File: src/inc/cmn_pkg.sv
// Package for the CAN master network-management control block
package cmn_pkg;

  // ****************************************************************
  // Register offsets (byte addresses)
  // ****************************************************************
  localparam logic [5:0] OFS_NODE = 6'h00;
  localparam logic [5:0] OFS_RSV_A = 6'h04;
  localparam logic [5:0] OFS_RSV_B = 6'h08;
  localparam logic [5:0] OFS_RATE = 6'h0C;
  localparam logic [5:0] OFS_CMD = 6'h10;
  localparam logic [5:0] OFS_STATE = 6'h14;
  localparam logic [5:0] OFS_IRQ_STAT = 6'h18;
  localparam logic [5:0] OFS_IRQ_MASK = 6'h1C;
  localparam logic [5:0] OFS_GRD_PER = 6'h20;
  localparam logic [5:0] OFS_GRD_TMO = 6'h24;

  // ****************************************************************
  // Field positions and masks
  // ****************************************************************
  localparam int CMD_TOG = 8;
  localparam int CMD_DIS = 15;
  localparam logic [31:0] CMD_MASK = 32'h00FF_81FF;
  localparam int ST_EC_INIT = 2;
  localparam int ST_EC_ERR = 5;
  localparam int ST_TOG = 8;
  localparam int ST_BUSOFF = 13;
  localparam int ST_NOPWR = 14;
  localparam int ST_DIS = 15;
  localparam int IRQ_NMT = 0;
  localparam int IRQ_BUSOFF = 1;
  localparam int IRQ_NOPWR = 2;
  localparam int IRQ_GUARD = 3;
  localparam int IRQ_W = 4;

  // ****************************************************************
  // Values after reset
  // ****************************************************************
  localparam logic [7:0] RST_NODE = 8'h00;
  localparam logic [7:0] RST_RATE = 8'h00;
  localparam logic [31:0] RST_CMD = 32'h0000_0000;
  localparam logic [15:0] RST_GRD = 16'h0000;
  localparam logic [IRQ_W-1:0] RST_IRQ = 4'h0;

  // ****************************************************************
  // Codes and limits
  // ****************************************************************
  localparam logic [7:0] NODE_MIN = 8'h01;
  localparam logic [7:0] NODE_MAX = 8'h7F;
  localparam logic [7:0] NMT_START = 8'h01;
  localparam logic [7:0] NMT_STOP = 8'h02;
  localparam logic [7:0] NMT_PREOP = 8'h80;
  localparam logic [7:0] NMT_RST_NODE = 8'h81;
  localparam logic [7:0] NMT_RST_COMM = 8'h82;

  // ****************************************************************
  // Timing: error-control intervals count in 1 ms ticks
  // ****************************************************************
  localparam int CLK_PERIOD_NS = 100;
  localparam int TICK_NS = 1000000;
  localparam int TICK_CYC = (TICK_NS + CLK_PERIOD_NS - 1) / CLK_PERIOD_NS;

  // Link state, Gray order along off, run, bus-off
  typedef enum logic [1:0]
  {
    CM_OFF = 2'b00,
    CM_RUN = 2'b01,
    CM_BUSOFF = 2'b11,
    CM_NOPWR = 2'b10
  } cmn_comm_type;

  // Bit-rate code to kbit/s, zero for reserved codes
  function automatic logic [9:0] rate_kbps(input logic [7:0] code);
    case (code)
      8'h00: rate_kbps = 10'h3E8;
      8'h02: rate_kbps = 10'h1F4;
      8'h03: rate_kbps = 10'h0FA;
      8'h04: rate_kbps = 10'h07D;
      8'h05: rate_kbps = 10'h064;
      8'h06: rate_kbps = 10'h032;
      8'h07: rate_kbps = 10'h014;
      default: rate_kbps = 10'h000;
    endcase
  endfunction

  // True for the five network-management command codes
  function automatic logic nmt_code_ok(input logic [7:0] code);
    nmt_code_ok = (code == NMT_START) || (code == NMT_STOP) || (code == NMT_PREOP) ||
      (code == NMT_RST_NODE) || (code == NMT_RST_COMM);
  endfunction

endpackage

File: src/inc/cmn_grd_if.sv
// Interface between link control and the error-control timer
`timescale 1ns/1ps
interface cmn_grd_if;
  logic en;
  logic [15:0] period;
  logic [15:0] timeout;
  logic rx_seen;
  logic tx_req;
  logic fail;

  modport ctl
  (
    output en, period, timeout, rx_seen,
    input tx_req, fail
  );

  modport tmr
  (
    input en, period, timeout, rx_seen,
    output tx_req, fail
  );
endinterface

File: src/rtl/cmn_master_ctl.sv
// CAN master network-management control, fault handling and registers
//
// Overview of operation
// - Bit-rate code maps to fixed rates
// - Command low byte selects network command
// - Toggle bit change sends the command
// - Bit 15 disables all communication
// - Bits 16-23 give destination node
// - Supply loss flagged, telegrams stop
// - Supply return restarts communication automatically
// - Excess errors enter bus-off, halt interface
// - Bus-off left only via supply cycle
// - Periodic error-control telegram exchange
// - Missing error-control telegram flags failure
// - Sent toggle copied to state bit 8
//
// The plain strobed port and the register addresses were decided locally.
`timescale 1ns/1ps
module cmn_master_ctl
  import cmn_pkg::*;
#(
  parameter int TICK_CYCLES = TICK_CYC
)
(
  input wire logic SYS_CLK,
  input wire logic RST_N,
  input wire logic [5:0] ADDR,
  input wire logic [31:0] WDATA,
  input wire logic WR,
  input wire logic RD,
  output logic [31:0] RDATA,
  input wire logic BUS_PWR,
  input wire logic ERR_EXCESS,
  input wire logic GUARD_RX,
  input wire logic NMT_DONE,
  output logic NMT_REQ,
  output logic [7:0] NMT_CODE,
  output logic [7:0] NMT_NODE,
  output logic GUARD_TX,
  output logic COMM_EN,
  output logic [7:0] NODE_ID,
  output logic NODE_ID_OK,
  output logic [9:0] BIT_RATE_KBPS,
  output logic STATUS_ERR,
  output logic IRQ
);

  // ****************************************************************
  // State
  // ****************************************************************
  typedef struct packed
  {
    logic [7:0] node;
    logic [7:0] rate;
    logic [31:0] cmd;
    logic [15:0] per;
    logic [15:0] tmo;
    logic tog_ref;
    logic tog_ack;
    logic ec_err;
    cmn_comm_type comm;
    logic nmt_req;
    logic [7:0] nmt_code;
    logic [7:0] nmt_node;
    logic nmt_tog;
    logic guard_tx;
    logic comm_en;
    logic node_ok;
    logic [9:0] kbps;
    logic status_err;
    logic [IRQ_W-1:0] irq_stat;
    logic [IRQ_W-1:0] irq_mask;
    logic irq;
    logic [31:0] rdata;
  } cmn_state_type;

  cmn_state_type r;
  cmn_state_type n;
  logic active;
  logic [IRQ_W-1:0] ev;
  logic [IRQ_W-1:0] clr;
  logic [15:0] state_word;

  cmn_grd_if grd ();

  // ****************************************************************
  // Error-control timer
  // ****************************************************************
  cmn_grd_timer #(
    .TICK_CYCLES(TICK_CYCLES)
  ) u_timer (
    .clk(SYS_CLK),
    .rst_n(RST_N),
    .grd(grd)
  );

  // Timer runs only while the link is up and a period is set
  assign grd.en = active && (r.per != 16'h0000);
  assign grd.period = r.per;
  assign grd.timeout = r.tmo;
  assign grd.rx_seen = GUARD_RX;

  // Link may carry telegrams
  assign active = (r.comm == CM_RUN) && !r.cmd[CMD_DIS];

  // Master state word as software reads it
  always_comb
  begin
    state_word = 16'h0000;
    state_word[ST_EC_INIT] = grd.en;
    state_word[ST_EC_ERR] = r.ec_err;
    state_word[ST_TOG] = r.tog_ack;
    state_word[ST_BUSOFF] = (r.comm == CM_BUSOFF);
    state_word[ST_NOPWR] = (r.comm == CM_NOPWR);
    state_word[ST_DIS] = r.cmd[CMD_DIS];
  end

  // ****************************************************************
  // Next state
  // ****************************************************************
  always_comb
  begin
    n = r;
    ev = '0;
    clr = '0;
    n.rdata = 32'h0000_0000;

    // Supply and bus-off sequencing
    case (r.comm)
      CM_OFF:
        n.comm = BUS_PWR ? CM_RUN : CM_NOPWR;
      CM_RUN:
      begin
        if (!BUS_PWR)
          n.comm = CM_NOPWR;
        else if (ERR_EXCESS)
          n.comm = CM_BUSOFF;
      end
      CM_BUSOFF:
      begin
        // only a supply cycle leaves bus-off
        if (!BUS_PWR)
          n.comm = CM_NOPWR;
      end
      CM_NOPWR:
      begin
        if (BUS_PWR)
          n.comm = CM_RUN;
      end
      default:
        n.comm = CM_OFF;
    endcase
    ev[IRQ_BUSOFF] = (r.comm == CM_RUN) && BUS_PWR && ERR_EXCESS;
    ev[IRQ_NOPWR] = (r.comm != CM_NOPWR) && !BUS_PWR;

    // Register writes
    if (WR)
    begin
      case (ADDR)
        OFS_NODE: n.node = WDATA[7:0];
        OFS_RATE: n.rate = WDATA[7:0];
        OFS_CMD: n.cmd = WDATA & CMD_MASK;
        OFS_GRD_PER: n.per = WDATA[15:0];
        OFS_GRD_TMO: n.tmo = WDATA[15:0];
        OFS_IRQ_MASK: n.irq_mask = WDATA[IRQ_W-1:0];
        OFS_IRQ_STAT: clr = WDATA[IRQ_W-1:0];
        default: ;
      endcase
    end

    // Network-management command handshake
    if (r.nmt_req)
    begin
      if (NMT_DONE)
      begin
        n.nmt_req = 1'b0;
        n.tog_ack = r.nmt_tog;
        ev[IRQ_NMT] = 1'b1;
      end
      else if (!active)
      begin
        n.nmt_req = 1'b0;
      end
    end
    // any toggle edge launches a command if its code is defined
    else if (active && (r.cmd[CMD_TOG] != r.tog_ref))
    begin
      n.tog_ref = r.cmd[CMD_TOG];
      // only defined command codes go out
      if (nmt_code_ok(r.cmd[7:0]))
      begin
        n.nmt_req = 1'b1;
        n.nmt_code = r.cmd[7:0];
        n.nmt_node = r.cmd[23:16];
        n.nmt_tog = r.cmd[CMD_TOG];
      end
    end

    n.guard_tx = grd.tx_req;
    // failure stays until the partner answers again or the timer stops
    if (grd.fail)
      n.ec_err = 1'b1;
    else if (GUARD_RX || !grd.en)
      n.ec_err = 1'b0;
    ev[IRQ_GUARD] = grd.fail;

    // Sticky status, set wins over clear
    n.irq_stat = (r.irq_stat & ~clr) | ev;
    n.irq = |(n.irq_stat & n.irq_mask);

    // disable bit drops the link enable
    n.comm_en = (n.comm == CM_RUN) && !n.cmd[CMD_DIS];
    // indicator for supply, bus-off and guard faults
    n.status_err = (n.comm == CM_NOPWR) || (n.comm == CM_BUSOFF) || n.ec_err;
    // flag a node address inside 1 to 127 as valid
    n.node_ok = (n.node >= NODE_MIN) && (n.node <= NODE_MAX);
    n.kbps = rate_kbps(n.rate);

    // Register reads, data valid in the next cycle only
    if (RD)
    begin
      case (ADDR)
        OFS_NODE: n.rdata = {24'h000000, r.node};
        OFS_RATE: n.rdata = {24'h000000, r.rate};
        OFS_CMD: n.rdata = r.cmd;
        OFS_STATE: n.rdata = {16'h0000, state_word};
        OFS_IRQ_STAT: n.rdata = {28'h0000000, r.irq_stat};
        OFS_IRQ_MASK: n.rdata = {28'h0000000, r.irq_mask};
        OFS_GRD_PER: n.rdata = {16'h0000, r.per};
        OFS_GRD_TMO: n.rdata = {16'h0000, r.tmo};
        default: n.rdata = 32'h0000_0000;
      endcase
    end
  end

  // ****************************************************************
  // Registers
  // ****************************************************************
  always_ff @(posedge SYS_CLK)
  begin
    if (!RST_N)
    begin
      // toggle reference equals reset command bit
      r <= '0;
      r.node <= RST_NODE;
      r.rate <= RST_RATE;
      r.cmd <= RST_CMD;
      r.tog_ref <= RST_CMD[CMD_TOG];
      r.per <= RST_GRD;
      r.tmo <= RST_GRD;
      r.irq_stat <= RST_IRQ;
      r.irq_mask <= RST_IRQ;
      r.comm <= CM_OFF;
    end
    else
    begin
      r <= n;
    end
  end

  // Outputs straight from flip-flops
  assign RDATA = r.rdata;
  assign NMT_REQ = r.nmt_req;
  assign NMT_CODE = r.nmt_code;
  assign NMT_NODE = r.nmt_node;
  assign GUARD_TX = r.guard_tx;
  assign COMM_EN = r.comm_en;
  assign NODE_ID = r.node;
  assign NODE_ID_OK = r.node_ok;
  assign BIT_RATE_KBPS = r.kbps;
  assign STATUS_ERR = r.status_err;
  assign IRQ = r.irq;

  // ****************************************************************
  // Checks
  // ****************************************************************
  a_rate_map: assert property (@(posedge SYS_CLK) disable iff (!RST_N)
    (RST_N && !WR) |=> BIT_RATE_KBPS == rate_kbps($past(r.rate)))
    else $error("bit rate does not follow code");

  a_nmt_code: assert property (@(posedge SYS_CLK) disable iff (!RST_N)
    NMT_REQ |-> nmt_code_ok(NMT_CODE))
    else $error("undefined command code sent");

  a_tog_cause: assert property (@(posedge SYS_CLK) disable iff (!RST_N)
    $rose(NMT_REQ) |-> $past(r.cmd[CMD_TOG]) != $past(r.tog_ref))
    else $error("command sent without toggle change");

  a_dis_stop: assert property (@(posedge SYS_CLK) disable iff (!RST_N)
    (r.cmd[CMD_DIS] && !WR) |=> !COMM_EN ##1 !NMT_REQ)
    else $error("link enabled while disabled");

  a_dest_node: assert property (@(posedge SYS_CLK) disable iff (!RST_N)
    $rose(NMT_REQ) |-> NMT_NODE == $past(r.cmd[23:16]) && NMT_CODE == $past(r.cmd[7:0]))
    else $error("command target mismatch");

  a_nopwr_flag: assert property (@(posedge SYS_CLK) disable iff (!RST_N)
    !BUS_PWR |=> !COMM_EN && STATUS_ERR)
    else $error("supply loss not handled");

  a_pwr_restart: assert property (@(posedge SYS_CLK) disable iff (!RST_N)
    (r.comm == CM_NOPWR && BUS_PWR) |=> r.comm == CM_RUN)
    else $error("no restart after supply return");

  a_busoff_enter: assert property (@(posedge SYS_CLK) disable iff (!RST_N)
    (r.comm == CM_RUN && BUS_PWR && ERR_EXCESS) |=> !COMM_EN && STATUS_ERR)
    else $error("bus-off not entered");

  a_busoff_hold: assert property (@(posedge SYS_CLK) disable iff (!RST_N)
    (r.comm == CM_BUSOFF && BUS_PWR) |=> r.comm == CM_BUSOFF)
    else $error("bus-off left without supply cycle");

  a_guard_fail: assert property (@(posedge SYS_CLK) disable iff (!RST_N)
    grd.fail |=> r.ec_err && STATUS_ERR && r.irq_stat[IRQ_GUARD])
    else $error("guard failure not reported");

  a_ack_copy: assert property (@(posedge SYS_CLK) disable iff (!RST_N)
    (NMT_REQ && NMT_DONE) |=> !NMT_REQ && r.tog_ack == $past(r.nmt_tog))
    else $error("toggle acknowledge wrong");

  a_rsv_drop: assert property (@(posedge SYS_CLK) disable iff (!RST_N)
    (WR && ADDR == OFS_CMD) |=> (r.cmd & ~CMD_MASK) == 32'h0000_0000)
    else $error("reserved command bits stored");

endmodule // cmn_master_ctl

File: src/rtl/cmn_grd_timer.sv
// Error-control timer: periodic telegram request and receive timeout
`timescale 1ns/1ps
module cmn_grd_timer
  import cmn_pkg::*;
#(
  parameter int TICK_CYCLES = TICK_CYC
)
(
  input wire logic clk,
  input wire logic rst_n,
  cmn_grd_if.tmr grd
);

  // ****************************************************************
  // State
  // ****************************************************************
  typedef struct packed
  {
    logic [23:0] pre_cnt;
    logic [15:0] per_cnt;
    logic [15:0] tmo_cnt;
    logic tx_req;
    logic fail;
    logic failed;
  } cmn_tmr_type;

  cmn_tmr_type r;
  cmn_tmr_type n;
  logic tick;

  // Refuse prescaler counts the counter cannot hold
  if (TICK_CYCLES < 1 || TICK_CYCLES > 16777215)
  begin : g_bad_tick
    $error("TICK_CYCLES out of range");
  end

  // Next state
  always_comb
  begin
    n = r;
    n.tx_req = 1'b0;
    n.fail = 1'b0;
    tick = (r.pre_cnt == 24'(TICK_CYCLES - 1));
    if (!grd.en)
    begin
      n = '0;
    end
    else
    begin
      n.pre_cnt = tick ? 24'h000000 : r.pre_cnt + 24'h000001;
      if (tick && grd.period != 16'h0000)
      begin
        if (r.per_cnt + 16'h0001 >= grd.period)
        begin
          n.per_cnt = 16'h0000;
          n.tx_req = 1'b1;
        end
        else
        begin
          n.per_cnt = r.per_cnt + 16'h0001;
        end
      end
      if (grd.rx_seen)
      begin
        n.tmo_cnt = 16'h0000;
        n.failed = 1'b0;
      end
      else if (tick && !r.failed && grd.timeout != 16'h0000)
      begin
        n.tmo_cnt = r.tmo_cnt + 16'h0001;
        if (r.tmo_cnt + 16'h0001 >= grd.timeout)
        begin
          n.fail = 1'b1;
          n.failed = 1'b1;
        end
      end
    end
  end

  // Registers
  always_ff @(posedge clk)
  begin
    if (!rst_n)
      r <= '0;
    else
      r <= n;
  end

  assign grd.tx_req = r.tx_req;
  assign grd.fail = r.fail;

  // ****************************************************************
  // Checks
  // ****************************************************************
  a_fail_once: assert property (@(posedge clk) disable iff (!rst_n)
    r.fail |=> !r.fail [*2])
    else $error("timeout reported twice in a row");

endmodule // cmn_grd_timer

File: config.mk
export PLATFORM = sky130hd
export DESIGN_NAME = cmn_master_ctl
export DESIGN_NICKNAME = d
export VERILOG_FILES = /design/src/inc/cmn_pkg.sv /design/src/inc/cmn_grd_if.sv /design/src/rtl/cmn_master_ctl.sv /design/src/rtl/cmn_grd_timer.sv
export SDC_FILE = /design/constraint.sdc
export NUM_CORES = 1
export LEC_CHECK = 0
export ABC_CLOCK_PERIOD_IN_PS = 9950
export BUFFER_PORTS_ARGS = -buffer_cell sky130_fd_sc_hd__buf_2
export CORE_ASPECT_RATIO = 1.4
export CORE_MARGIN = 10
export CORE_UTILIZATION = 35
export CTS_CLUSTER_DIAMETER = 30
export DETAILED_ROUTE_END_ITERATION = 6
export GPL_ROUTABILITY_DRIVEN = 1
export GPL_TIMING_DRIVEN = 0
export PLACE_DENSITY_LB_ADDON = 0.2
export SYNTH_ARGS = -nofsm -noshare
export SYNTH_HDL_FRONTEND = slang
export SYNTH_SLANG_ARGS = --single-unit
File: constraint.sdc
create_clock -name SYS_CLK -period 9.95 [get_ports SYS_CLK]
set_clock_uncertainty 0.1 [all_clocks]
set_input_delay 0.995 -clock SYS_CLK [delete_from_list [all_inputs] [get_ports SYS_CLK]]
set_output_delay 0.995 -clock SYS_CLK [all_outputs]
set_load 0.01 [all_outputs]
[Yosys cells after proc, flatten, opt, wreduce, memory -nomap -nowiden]
Cells that the tools add are included.
Storage, ports and cells
  register bits: 203
  logic and storage cells: 143
Operators by class
  $add $sub $neg: 3
  order comparisons: 4
  equal/unequal tests: 27
  muxes and demuxes: 30
  bitwise operators: 8
  reductions and logical operators: 42
Operators with widths (count)
  $pmux W24 S8: 1
  $mux W80: 1
  $pmux W10 S7: 1
  $mux W16: 3
  $mux W18: 2
  $add A16 B1 Y16 const B: 2
  $eq A8 B3 Y1 const B: 4
  $ge A16 B16 Y1: 2
  $reduce_bool A16 Y1: 2
  $add A24 B1 Y24 const B: 1
  $eq A24 B14 Y1 const B: 1
  $eq A6 B5 Y1 const B: 4
  $eq A8 B2 Y1 const B: 3
  $eq A8 B8 Y1 const B: 3
  $mux W24: 1
  $mux W4: 4
  $mux W8: 2
  $reduce_and A2 Y1: 8
  $eq A6 B6 Y1 const B: 2
  $mux W2: 6
  $logic_and A1 B1 Y1: 11
  $and A4 B4 Y4: 2
  $eq A2 B2 Y1 const B: 4
  $eq A8 B1 Y1 const B: 1
  19 further kinds: 43

[Longest topological paths before layout]
Gate-level depths: netlist (run 1).
  depth after elaboration: 8
  gate-level depth with buffers: 13
  mapped depth without buffers: 12

[Cells and area by module]
A second synthesis (run 1) with hierarchy kept.
Unflattened totals
  cells, all modules: 1145
  area total of the unflattened synthesis: 9735.6 um2
Modules (own cells, without submodules)
  cmn_master_ctl: times used 1, cells each 667, area an instance 5903.2 um2
  cmn_grd_timer: times used 1, cells each 478, area an instance 3832.4 um2

[Least setup slack after synthesis (run 1)]
No wires, ideal clock.
  path type: flip-flop to flip-flop
  from: register u_timer.r[24] (netlist bit)
  to: register u_timer.r[32] (netlist bit)
  library setup time: 0.085 ns
  arrival time: 2.994 ns
  data required time: 9.765 ns
  path slack: 6.772 ns
  cell stages (with the launch flop): 14
  clock period less this slack: 3.178 ns
  cell sequence: dfxtp_1 -> clkbuf_1 -> nand4_1 -> nor3_1 -> nand3_1 -> xnor2_1 -> ha_1 -> and4_1 -> o2111ai_1 -> a31oi_1 -> o41ai_4 -> nand3_2 -> buf_2 -> o31ai_2
Between the ends
  longest elaborated chain between the ends: 3
RTL lines
  start: declaration: RTL line cmn_grd_timer.sv:27  | cmn_tmr_type r;
  start signal: assignment: RTL line cmn_grd_timer.sv:86  | r <= n;
  $add A16 B1 Y16 (*): RTL line cmn_grd_timer.sv:53, cmn_grd_timer.sv:60
  $ge A16 B16 Y1: RTL line cmn_grd_timer.sv:53  | if (r.per_cnt + 16'h0001 >= grd.period)
  $mux W16 (*): RTL line cmn_grd_timer.sv:53
Every way passes the cells marked *; elsewhere a longest branch is shown, timed or not.
A chain may end at the register's enable or synchronous reset.

[Worst setup path after layout (run 1)]
  from: register u_timer.r[24] (netlist bit)
  to: register u_timer.r[33] (netlist bit)
Same word-level chain as after synthesis.

==> flow_metrics.env, run 1 <==
export IMPL_min_from="u_timer.r[0]"
export IMPL_root_buffer="clkbuf_16"
export IMPL_layout_commonest_cell="dfxtp_1"
export IMPL_slew_viol_final=0
export IMPL_grt_pass1_wl_um=43600
export IMPL_placed_cells=1601
export IMPL_cp_end_kind="register"
export IMPL_avgSynthCellArea_um2=8.42
export IMPL_wl_per_cell_um=16.8
export IMPL_worstSetupStartpointType="register"
export IMPL_cts_resized=0
export IMPL_n_antenna_cell=0
export IMPL_ys_types=68
export IMPL_io_pins=118
export IMPL_swShare_pct=24.9
export IMPL_yosysSeqAreaShare_pct=40.9
export IMPL_crit_type="register to register"
export IMPL_status="complete, no violations"
export IMPL_die_area_um2=34400
export IMPL_cts_tree="done"
export IMPL_final_setup_tns_ps=0
export IMPL_num_vias=8090
export IMPL_powerDensity_nw_per_um2=139
export IMPL_rsz0062_at_grt="false"
export IMPL_worstSkewPairLatency_ps=460
export IMPL_pwr_share_seq_pct=51.1
export IMPL_synth_cells=1134
export IMPL_drc_errors=0
export IMPL_drive_gt1_share_pct=18.4
export IMPL_start_util_pct=35.5
export IMPL_synth_edf_count=0
export IMPL_crit_fanout=10
export IMPL_die_h_um=215
export IMPL_drtIter0Drc=595
export IMPL_synth_ff_type="dfxtp_1"
export IMPL_place_port_buffers=95
export IMPL_grt_usage_pct=15.7
export IMPL_period_share_pct=41.7
export IMPL_startpoint="u_timer.r[24]"
export IMPL_syn_area_um2=9550
export IMPL_drt_total_wl_um=27400
export IMPL_p_clk_share_pct=44.6
export IMPL_cts_max_path_buffers=2
export IMPL_core_um2=26900
export IMPL_final_nets=1336
export IMPL_clock_sinks=195
export IMPL_fin_crit_ps=4150
export IMPL_total_power_uw=1540
export IMPL_worstHoldPathType="register to register"
export IMPL_hpwl_um=21200
export IMPL_grt_max_degree=19
export IMPL_area_growth_pct=16.0
export IMPL_cap_violations=0
export IMPL_yosys_warnings=0
export IMPL_nFillCells=2791
export IMPL_numCtsBuffers=17
export IMPL_cts_setup_buffers=0
export IMPL_worst_pin_slew_ps=944
export IMPL_intPower_uw=1160
export IMPL_fmax_mhz=241
export IMPL_ctsHtreeMaxLevel=4
export IMPL_antenna_left=0
export IMPL_holdBufCountCts=0
export IMPL_gp_routability_congestion=0.930
export IMPL_fin_cells=1633
export IMPL_vdd_drop_max_mv=0.122
export IMPL_switching_power_uw=384
export IMPL_worstReg2RegStart="u_timer.r[24]"
export IMPL_max_slew_margin_pct=36.5
export IMPL_p_comb_share_pct=4.3
export IMPL_hold_viol=0
export IMPL_antenna_found_initial=0
export IMPL_firstDrtPassIters=5
export IMPL_worstPathArrival_ps=4430
export IMPL_ys_ff_latch=195
export IMPL_cts_clk_slew_worst_paths_ps=70
export IMPL_overflow=0
export IMPL_grt_pass1_vias=7927
export IMPL_ys_async_sr_fraction_pct=0
export IMPL_vias_per_cell=4.95
export IMPL_p_leak_uw=0.00435
export IMPL_final_cell_mix="dfxtp_1 (195), nand2_1 (145), nor2_1 (112)"
export IMPL_worstPathRequired_ps=10230
export IMPL_fp_row_count=71
export IMPL_setup_viol=0
export IMPL_die_w_um=160
[cell type report]
cell class                      instances  area (um2)  share of cell area, %
Tap cell                              365         457                   4.12
Clock inverter                         15         148                   1.33
Timing Repair Buffer                   95         475                   4.29
Sequential cell                       195        3900                   35.2
Buffer                                120         737                   6.65
Inverter                               44         165                   1.49
Multi-Input combinational cell        782        4770                   43.0
Clock buffer                           17         425                   3.84
[state kept, by name, indices dropped and copies added, names as in the netlist, 8 cells and up]
name	cells
NMT_NODE	8
u_timer.r	57
NODE_ID	8
BIT_RATE_KBPS	10
grd.period	16
grd.timeout	16
NMT_CODE	8
RDATA	24
r	40
[Yosys cell counts (all sizes together) (4+ instances only)]
cell,n,area [um2]
a211oi,6,45.0
a21oi,79,395
a222oi,4,40.0
a22oi,26,220
a31oi,10,62.6
and2,22,138
and3,15,95.1
and4,11,96.3
buf,84,602
clkbuf,36,135
dfxtp,195,3900
ha,35,438
inv,44,165
mux2i,38,380
nand2,145,544
nand2b,8,50.1
nand3,57,290
nand4,14,87.6
nor2,113,427
nor2b,7,43.8
nor3,24,120
nor4,15,93.8
nor4b,4,41.3
o21a,6,45.0
o21ai,21,105
o22ai,5,31.3
o31ai,7,62.6
or2,6,37.5
or3,5,31.3
or4,4,33.8
xnor2,31,272
xor2,31,272
[worst paths after layout]
path	to	slack, ps	cells past startpoint
worst max register to register	u_timer.r[33]	5800	13
worst min register to register	u_timer.r[0]	350	2
worst min-delay path	u_timer.r[0]	350	2
worst max-delay path	u_timer.r[33]	5800	13
[critical path, cell delays in order, from the launching register on]
cell      delay [ps]
dfxtp_1          310
clkbuf_1         250
nand4_1          210
nor3_1           520
nand4_1          290
nand2b_1         240
nand2_1           70
ha_1             230
a21oi_1          190
o21ai_1          260
nor3_1           690
nand3_2          240
buf_2            280
o31ai_2          180
[power groups by stage]
| stage | clock (uW) | sequential (uW) | combinational [uW] |
|---|---|---|---|
| finish | 688 | 787 | 66.3 |
| CTS | 702 | 787 | 66.2 |
| detailed placement | 0 | 805 | 66.0 |
| floorplan | 0 | 805 | 35.9 |
| global placement | 0 | 805 | 66.1 |
| global route | 729 | 787 | 71.5 |
[logic make-up (layout without fill, tap and decap cells)]
family,after synthesis,after routing,share of synthesized area [%]
XOR/XNOR,62,62,5.69
AND/OR/NAND/NOR,459,459,23.2
buffers and inverters,164,291,9.45
other,1,8,0.0393
flip-flops,195,195,40.9
multiplexers,39,39,4.10
adder cells (fa/ha/maj),35,35,4.59
AO/OA/AOI/OAI,179,179,12.1
[metal layers]
layer	vias up	part of all wire, %	global-route usage [%]
met4	0	3.5	7.34
met1	3778	43	18.1
met2	186	49	27.1
met5	-	0	0
met3	55	5.1	3.56
li1	4071	-	-
[stage by stage]
step / setup WS (ps) / utilization (%) / hold slack (ps) / instance area [um2]
after detailed placement: 5890 / 39.0 / 342 / 10500
after CTS: 5860 / 41.2 / 354 / 11100
final: 5800 / 41.2 / 349 / 11100
after global routing: 5440 / 41.2 / 375 / 11100
after global placement: 5890 / 39.0 / 334 / 10500
after floorplan: 6770 / - / 312 / 9570
No activity file was read; power rests on OpenSTA's default activity.
==> inputs of run 2 (changes only) <==
- ABC_CLOCK_PERIOD_IN_PS: 9950 -> 4130
- clock period: 9.95 -> 4.13 ns (I/O delays scaled with it)
==> run 2 against run 1 <==
Against the previous run: final area barely moved; flip-flop and latch count did not move; worst setup slack got worse by 5500 ps; critical path depth fell by 1; global-route usage did not move; highest routed layer unchanged; largest power group unchanged; cell count did not move; routed wire length rose by 0.26%; register-to-register slack got worse by 5500 ps.
==> flow_metrics.env, run 2 (synthesis gave the netlist of run 1 again) <==
export IMPL_crit_fanout=10
export IMPL_cts_tree="done"
export IMPL_final_setup_tns_ps=0
export IMPL_grt_pass1_wl_um=43600
export IMPL_worstPathRequired_ps=4410
export IMPL_numCtsBuffers=17
export IMPL_vias_per_cell=4.97
export IMPL_top_register="u_timer.r"
export IMPL_final_util_pct=41.2
export IMPL_root_buffer="clkbuf_16"
export IMPL_die_area_um2=34400
export IMPL_cts_clk_slew_worst_paths_ps=70
export IMPL_drt_total_wl_um=27500
export IMPL_worst_pin_slew_ps=950
export IMPL_slew_viol_final=0
export IMPL_gp_routability_congestion=0.930
export IMPL_top_layer="met4"
export IMPL_grt_usage_pct=15.7
export IMPL_n_antenna_cell=0
export IMPL_rsz0062_at_grt="false"
export IMPL_crit_top_cell="ha_1"
export IMPL_place_area_um2=10500
export IMPL_crit_type="register to register"
export IMPL_final_nets=1336
export IMPL_p_leak_uw=0.00435
export IMPL_cp_slowest_cell="o41ai_4"
export IMPL_min_from="WDATA[18]"
export IMPL_cts_max_path_buffers=2
export IMPL_worstSetupStartpointType="register"
export IMPL_total_power_uw=3710
export IMPL_clock_sinks=195
export IMPL_hpwl_um=21200
export IMPL_met1_length_um=11700
export IMPL_powerDensity_nw_per_um2=335
export IMPL_largest_reg_flops=57
export IMPL_setup_viol=0
export IMPL_core_um2=26900
export IMPL_final_cell_mix="dfxtp_1 (195), nand2_1 (145), nor2_1 (112)"
export IMPL_fin_crit_ps=3780
export IMPL_fmax_mhz=265
export IMPL_grt_max_degree=19
export IMPL_worstPathArrival_ps=4060
export IMPL_drc_errors=0
export IMPL_period_share_pct=91.5
export IMPL_area_growth_pct=16.1
export IMPL_r2r_end="u_timer.r[33]"
export IMPL_worstReg2RegStart="u_timer.r[19]"
export IMPL_vdd_drop_max_mv=0.292
export IMPL_grt_pass1_vias=7927
export IMPL_rr_worst_depth=12
export IMPL_die_w_um=160
export IMPL_max_slew_margin_pct=36.1
export IMPL_overflow=0
export IMPL_crit_chain="ha_1 > nand3_1 > nor3_1 > nand2_1 > xnor2_1 > ha_1 > and4_1 > nor2b_1 > o41ai_4 > nand3_2 > buf_2 > o31ai_2"
export IMPL_cpPeakStageDelay_ps=630
export IMPL_r2r_setup_slack_ps=350
export IMPL_holdPathStages=3
export IMPL_hold_ws_ps=90.4
export IMPL_firstDrtPassIters=5
export IMPL_antenna_left=0
export IMPL_num_vias=8124
export IMPL_cp_end_kind="register"
export IMPL_worstHoldPathType="input port to register"
export IMPL_cap_violations=0
export IMPL_wl_per_cell_um=16.8
export IMPL_antenna_found_initial=0
export IMPL_drtIter0Drc=588
export IMPL_worstSkewPairLatency_ps=460
export IMPL_fp_row_count=71
export IMPL_start_util_pct=35.5
export IMPL_nFillCells=2792
export IMPL_wl_met3_um=1390
export IMPL_dr_wl_met2_um=13400
export IMPL_ctsHtreeMaxLevel=4
export IMPL_place_port_buffers=95
export IMPL_stdcell_area_um2=11100
export IMPL_status="complete, no violations"
export IMPL_die_h_um=215
export IMPL_hold_viol=0
export IMPL_io_pins=118
export IMPL_whs_endpoint="r[128]"
export IMPL_drive_gt1_share_pct=18.5
export IMPL_layout_commonest_cell="dfxtp_1"
-- run 2: cell counts in the layout (fill, tap and decap cells not counted) --
No cell type changed its count.
-- run 2: critical path: cells and delay by family, from the launching register on --
family | cells | cell delay [ps]
AND/OR/NAND/NOR | 6 | 1340
AO/OA/AOI/OAI | 2 | 810
adder cells (fa/ha/maj) | 2 | 550
flip-flops | 1 | 420
buffers and inverters | 1 | 270
XOR/XNOR | 1 | 200
-- run 2: how the worst max path moves through the flow --
stage	startpoint	to	slack (ps)	cells after the start
finish	u_timer.r[19]	u_timer.r[33]	350	12
detailed placement	u_timer.r[24]	u_timer.r[32]	70	13
CTS	u_timer.r[24]	u_timer.r[33]	40	13
global route	u_timer.r[19]	u_timer.r[33]	60	12
floorplan	u_timer.r[24]	u_timer.r[32]	950	13
global placement	u_timer.r[24]	u_timer.r[33]	70	13
-- run 2: routing by layer --
metal | up-vias | global-route usage, %
li1 | 4076 | -
met1 | 3775 | 18.1
met2 | 218 | 27.1
met3 | 55 | 3.56
met4 | 0 | 7.34
met5 | - | 0
-- run 2: timing repair --
item,in CTS,in global routing
buffers inserted,0,0
setup endpoints to repair,0,17
hold endpoints to repair,0,0
gates resized for setup,0,2
hold buffers,0,0
-- run 2: per-stage QoR --
stage / std cells / setup slack, ps
after floorplan: 1141 / 952
after global placement: 1601 / 72.6
after detailed placement: 1601 / 68.1
after CTS: 1633 / 43.5
after global routing: 1633 / 61.8
final: 1633 / 349
-- run 2: power by group --
part           switching (uW)  internal [uW]  leakage [uW]
sequential               6.66           1890       0.00157
clock                     812            846      0.000273
combinational             107           51.8       0.00251
total                     926           2790       0.00435
-- run 2: area by class of cell --
cell class                      instances  area, um2  share of cell area (%)
Multi-Input combinational cell        782       4780                    43.1
Clock buffer                           17        425                    3.84
Sequential cell                       195       3900                    35.2
Inverter                               44        165                    1.49
Timing Repair Buffer                   95        475                    4.29
Clock inverter                         15        148                    1.33
Buffer                                120        737                    6.65
Tap cell                              365        457                    4.12
==> inputs of run 3 (changes only) <==
- MAX_ROUTING_LAYER: unset -> met4
==> run 3 against run 2 <==
Against the previous run: worst setup slack got worse by 4.5 ps; clock-buffer cell count did not move; sequential power is essentially flat; sequential share of layout area unchanged; clock power is essentially flat; flip-flop and latch count is the same; maximum frequency fell by 0.12%; non-clock buffer count unchanged; critical path type unchanged; largest cell class unchanged; highest routed layer unchanged.
==> flow_metrics.env, run 3 (synthesis gave the netlist of run 1 again) <==
export IMPL_place_port_buffers=95
export IMPL_fp_row_count=71
export IMPL_whs_endpoint="r[128]"
export IMPL_grt_max_degree=19
export IMPL_dp_slack_ps=68.1
export IMPL_firstDrtPassIters=5
export IMPL_io_pins=118
export IMPL_antenna_left=0
export IMPL_grt_pass1_vias=7916
export IMPL_max_slew_margin_pct=35.2
export IMPL_switching_power_uw=924
export IMPL_swShare_pct=24.9
export IMPL_worstReg2RegStart="u_timer.r[19]"
export IMPL_worstPathRequired_ps=4410
export IMPL_gp_routability_congestion=0.946
export IMPL_final_setup_tns_ps=0
export IMPL_area_growth_pct=16.1
export IMPL_status="complete, no violations"
export IMPL_p_leak_uw=0.00435
export IMPL_drive_gt1_share_pct=18.5
export IMPL_fin_crit_ps=3790
export IMPL_hold_viol=0
export IMPL_rsz0062_at_grt="false"
export IMPL_placed_cells=1601
export IMPL_cpPeakStageDelay_ps=630
export IMPL_rr_worst_depth=12
export IMPL_grt_pass1_wl_um=43600
export IMPL_n_antenna_cell=0
export IMPL_final_cell_mix="dfxtp_1 (195), nand2_1 (145), nor2_1 (112)"
export IMPL_powerDensity_nw_per_um2=335
export IMPL_p_comb_share_pct=4.3
export IMPL_worst_slack_ps=345
export IMPL_wl_per_cell_um=16.8
export IMPL_drc_errors=0
export IMPL_worstSkewPairLatency_ps=460
export IMPL_worstHoldPathType="input port to register"
export IMPL_dr_wl_met2_um=13500
export IMPL_setup_viol=0
export IMPL_antenna_found_initial=0
export IMPL_crit_fanout=10
export IMPL_cts_max_path_buffers=2
export IMPL_period_share_pct=91.7
export IMPL_crit_chain="ha_1 > nand3_1 > nor3_1 > nand2_1 > xnor2_1 > ha_1 > and4_1 > nor2b_1 > o41ai_4 > nand3_2 > buf_2 > o31ai_2"
export IMPL_p_clk_share_pct=44.6
export IMPL_drt_total_wl_um=27500
export IMPL_largest_reg_flops=57
export IMPL_num_vias=8069
export IMPL_die_area_um2=34400
export IMPL_top_layer="met4"
export IMPL_nFillCells=2792
export IMPL_overflow=0
export IMPL_worst_pin_slew_ps=964
export IMPL_final_nets=1336
export IMPL_drtIter0Drc=543
export IMPL_seq_area_um2=3900
export IMPL_intPower_uw=2790
export IMPL_crit_family="simple AND/OR/NAND/NOR gates"
export IMPL_die_h_um=215
export IMPL_met1_length_um=11900
export IMPL_die_w_um=160
export IMPL_vdd_drop_max_mv=0.291
export IMPL_root_buffer="clkbuf_16"
export IMPL_slew_viol_final=0
export IMPL_numCtsBuffers=17
export IMPL_grt_usage_pct=16.2
export IMPL_fmax_mhz=264
export IMPL_worstPathArrival_ps=4060
export IMPL_r2r_setup_slack_ps=340
export IMPL_core_um2=26900
export IMPL_hpwl_um=21200
export IMPL_cts_clk_slew_worst_paths_ps=70
export IMPL_worstSetupStartpointType="register"
export IMPL_wl_met3_um=1230
export IMPL_fin_cells=1633
export IMPL_r2r_end="u_timer.r[33]"
export IMPL_top_register="u_timer.r"
export IMPL_cts_tree="done"
export IMPL_path_buf_inv=1
export IMPL_layout_commonest_cell="dfxtp_1"
export IMPL_cp_slowest_cell="o41ai_4"
export IMPL_ctsHtreeMaxLevel=4
export IMPL_holdPathStages=3
export IMPL_cp_end_kind="register"
export IMPL_multi_input_area_um2=4780
export IMPL_vias_per_cell=4.94
export IMPL_start_util_pct=35.5
export IMPL_crit_type="register to register"
export IMPL_min_from="WDATA[18]"
export IMPL_cap_violations=0
export IMPL_pwr_share_seq_pct=51.1
export IMPL_crit_top_cell="ha_1"
export IMPL_clock_sinks=195
[run 3: cell counts in the layout (fill, tap and decap cells not counted)]
Identical to the previous run, type by type.
[run 3: power groups by stage]
stage | logic [uW] | registers (uW) | clock network, uW
floorplan | 86.6 | 1940 | 0
global placement | 159 | 1940 | 0
detailed placement | 159 | 1940 | 0
CTS | 159 | 1900 | 1690
global route | 172 | 1900 | 1760
finish | 160 | 1900 | 1650
[run 3: how the worst max path moves through the flow]
stage,from,endpoint,cells after the start
final,u_timer.r[19],u_timer.r[33],12
after global routing,u_timer.r[19],u_timer.r[33],12
after CTS,u_timer.r[24],u_timer.r[33],13
after detailed placement,u_timer.r[24],u_timer.r[32],13
after global placement,u_timer.r[24],u_timer.r[33],13
after floorplan,u_timer.r[24],u_timer.r[32],13
[run 3: final cells by class]
cell class	count	area share, %
clock inverters	15	1.33
repair buffers	95	4.29
plain buffers	120	6.65
flip-flops and latches	195	35.2
inverters	44	1.49
multi-input cells	782	43.1
clock buffers	17	3.84
well taps	365	4.12
[run 3: through the flow]
step / hold slack [ps] / util, % / instance area (um2) / total power [uW]
5_1_grt: 98.6 / 41.2 / 11100 / 3830
6_report: 93.6 / 41.2 / 11100 / 3710
3_3_place_gp: 334 / 39.0 / 10500 / 2100
2_1_floorplan: 312 / - / 9570 / 2020
4_1_cts: 79.9 / 41.2 / 11100 / 3750
3_5_place_dp: 342 / 39.0 / 10500 / 2100
[run 3: metal layers]
layer  up-vias  GRT usage, %
met5         -             -
met4         0          7.24
met3        44          3.49
met2       205          27.1
met1      3743          18.2
li1       4077             -
[run 3: tightest hold or removal path, stage by stage]
cell and delay (ps):
buf_2 100, nand2_1 50, a21oi_1 50
[run 3: what timing repair did]
action	4_1_cts	5_1_grt
hold buffers	0	0
setup buffers	0	0
gates resized for setup	0	2
setup endpoints to repair	0	17
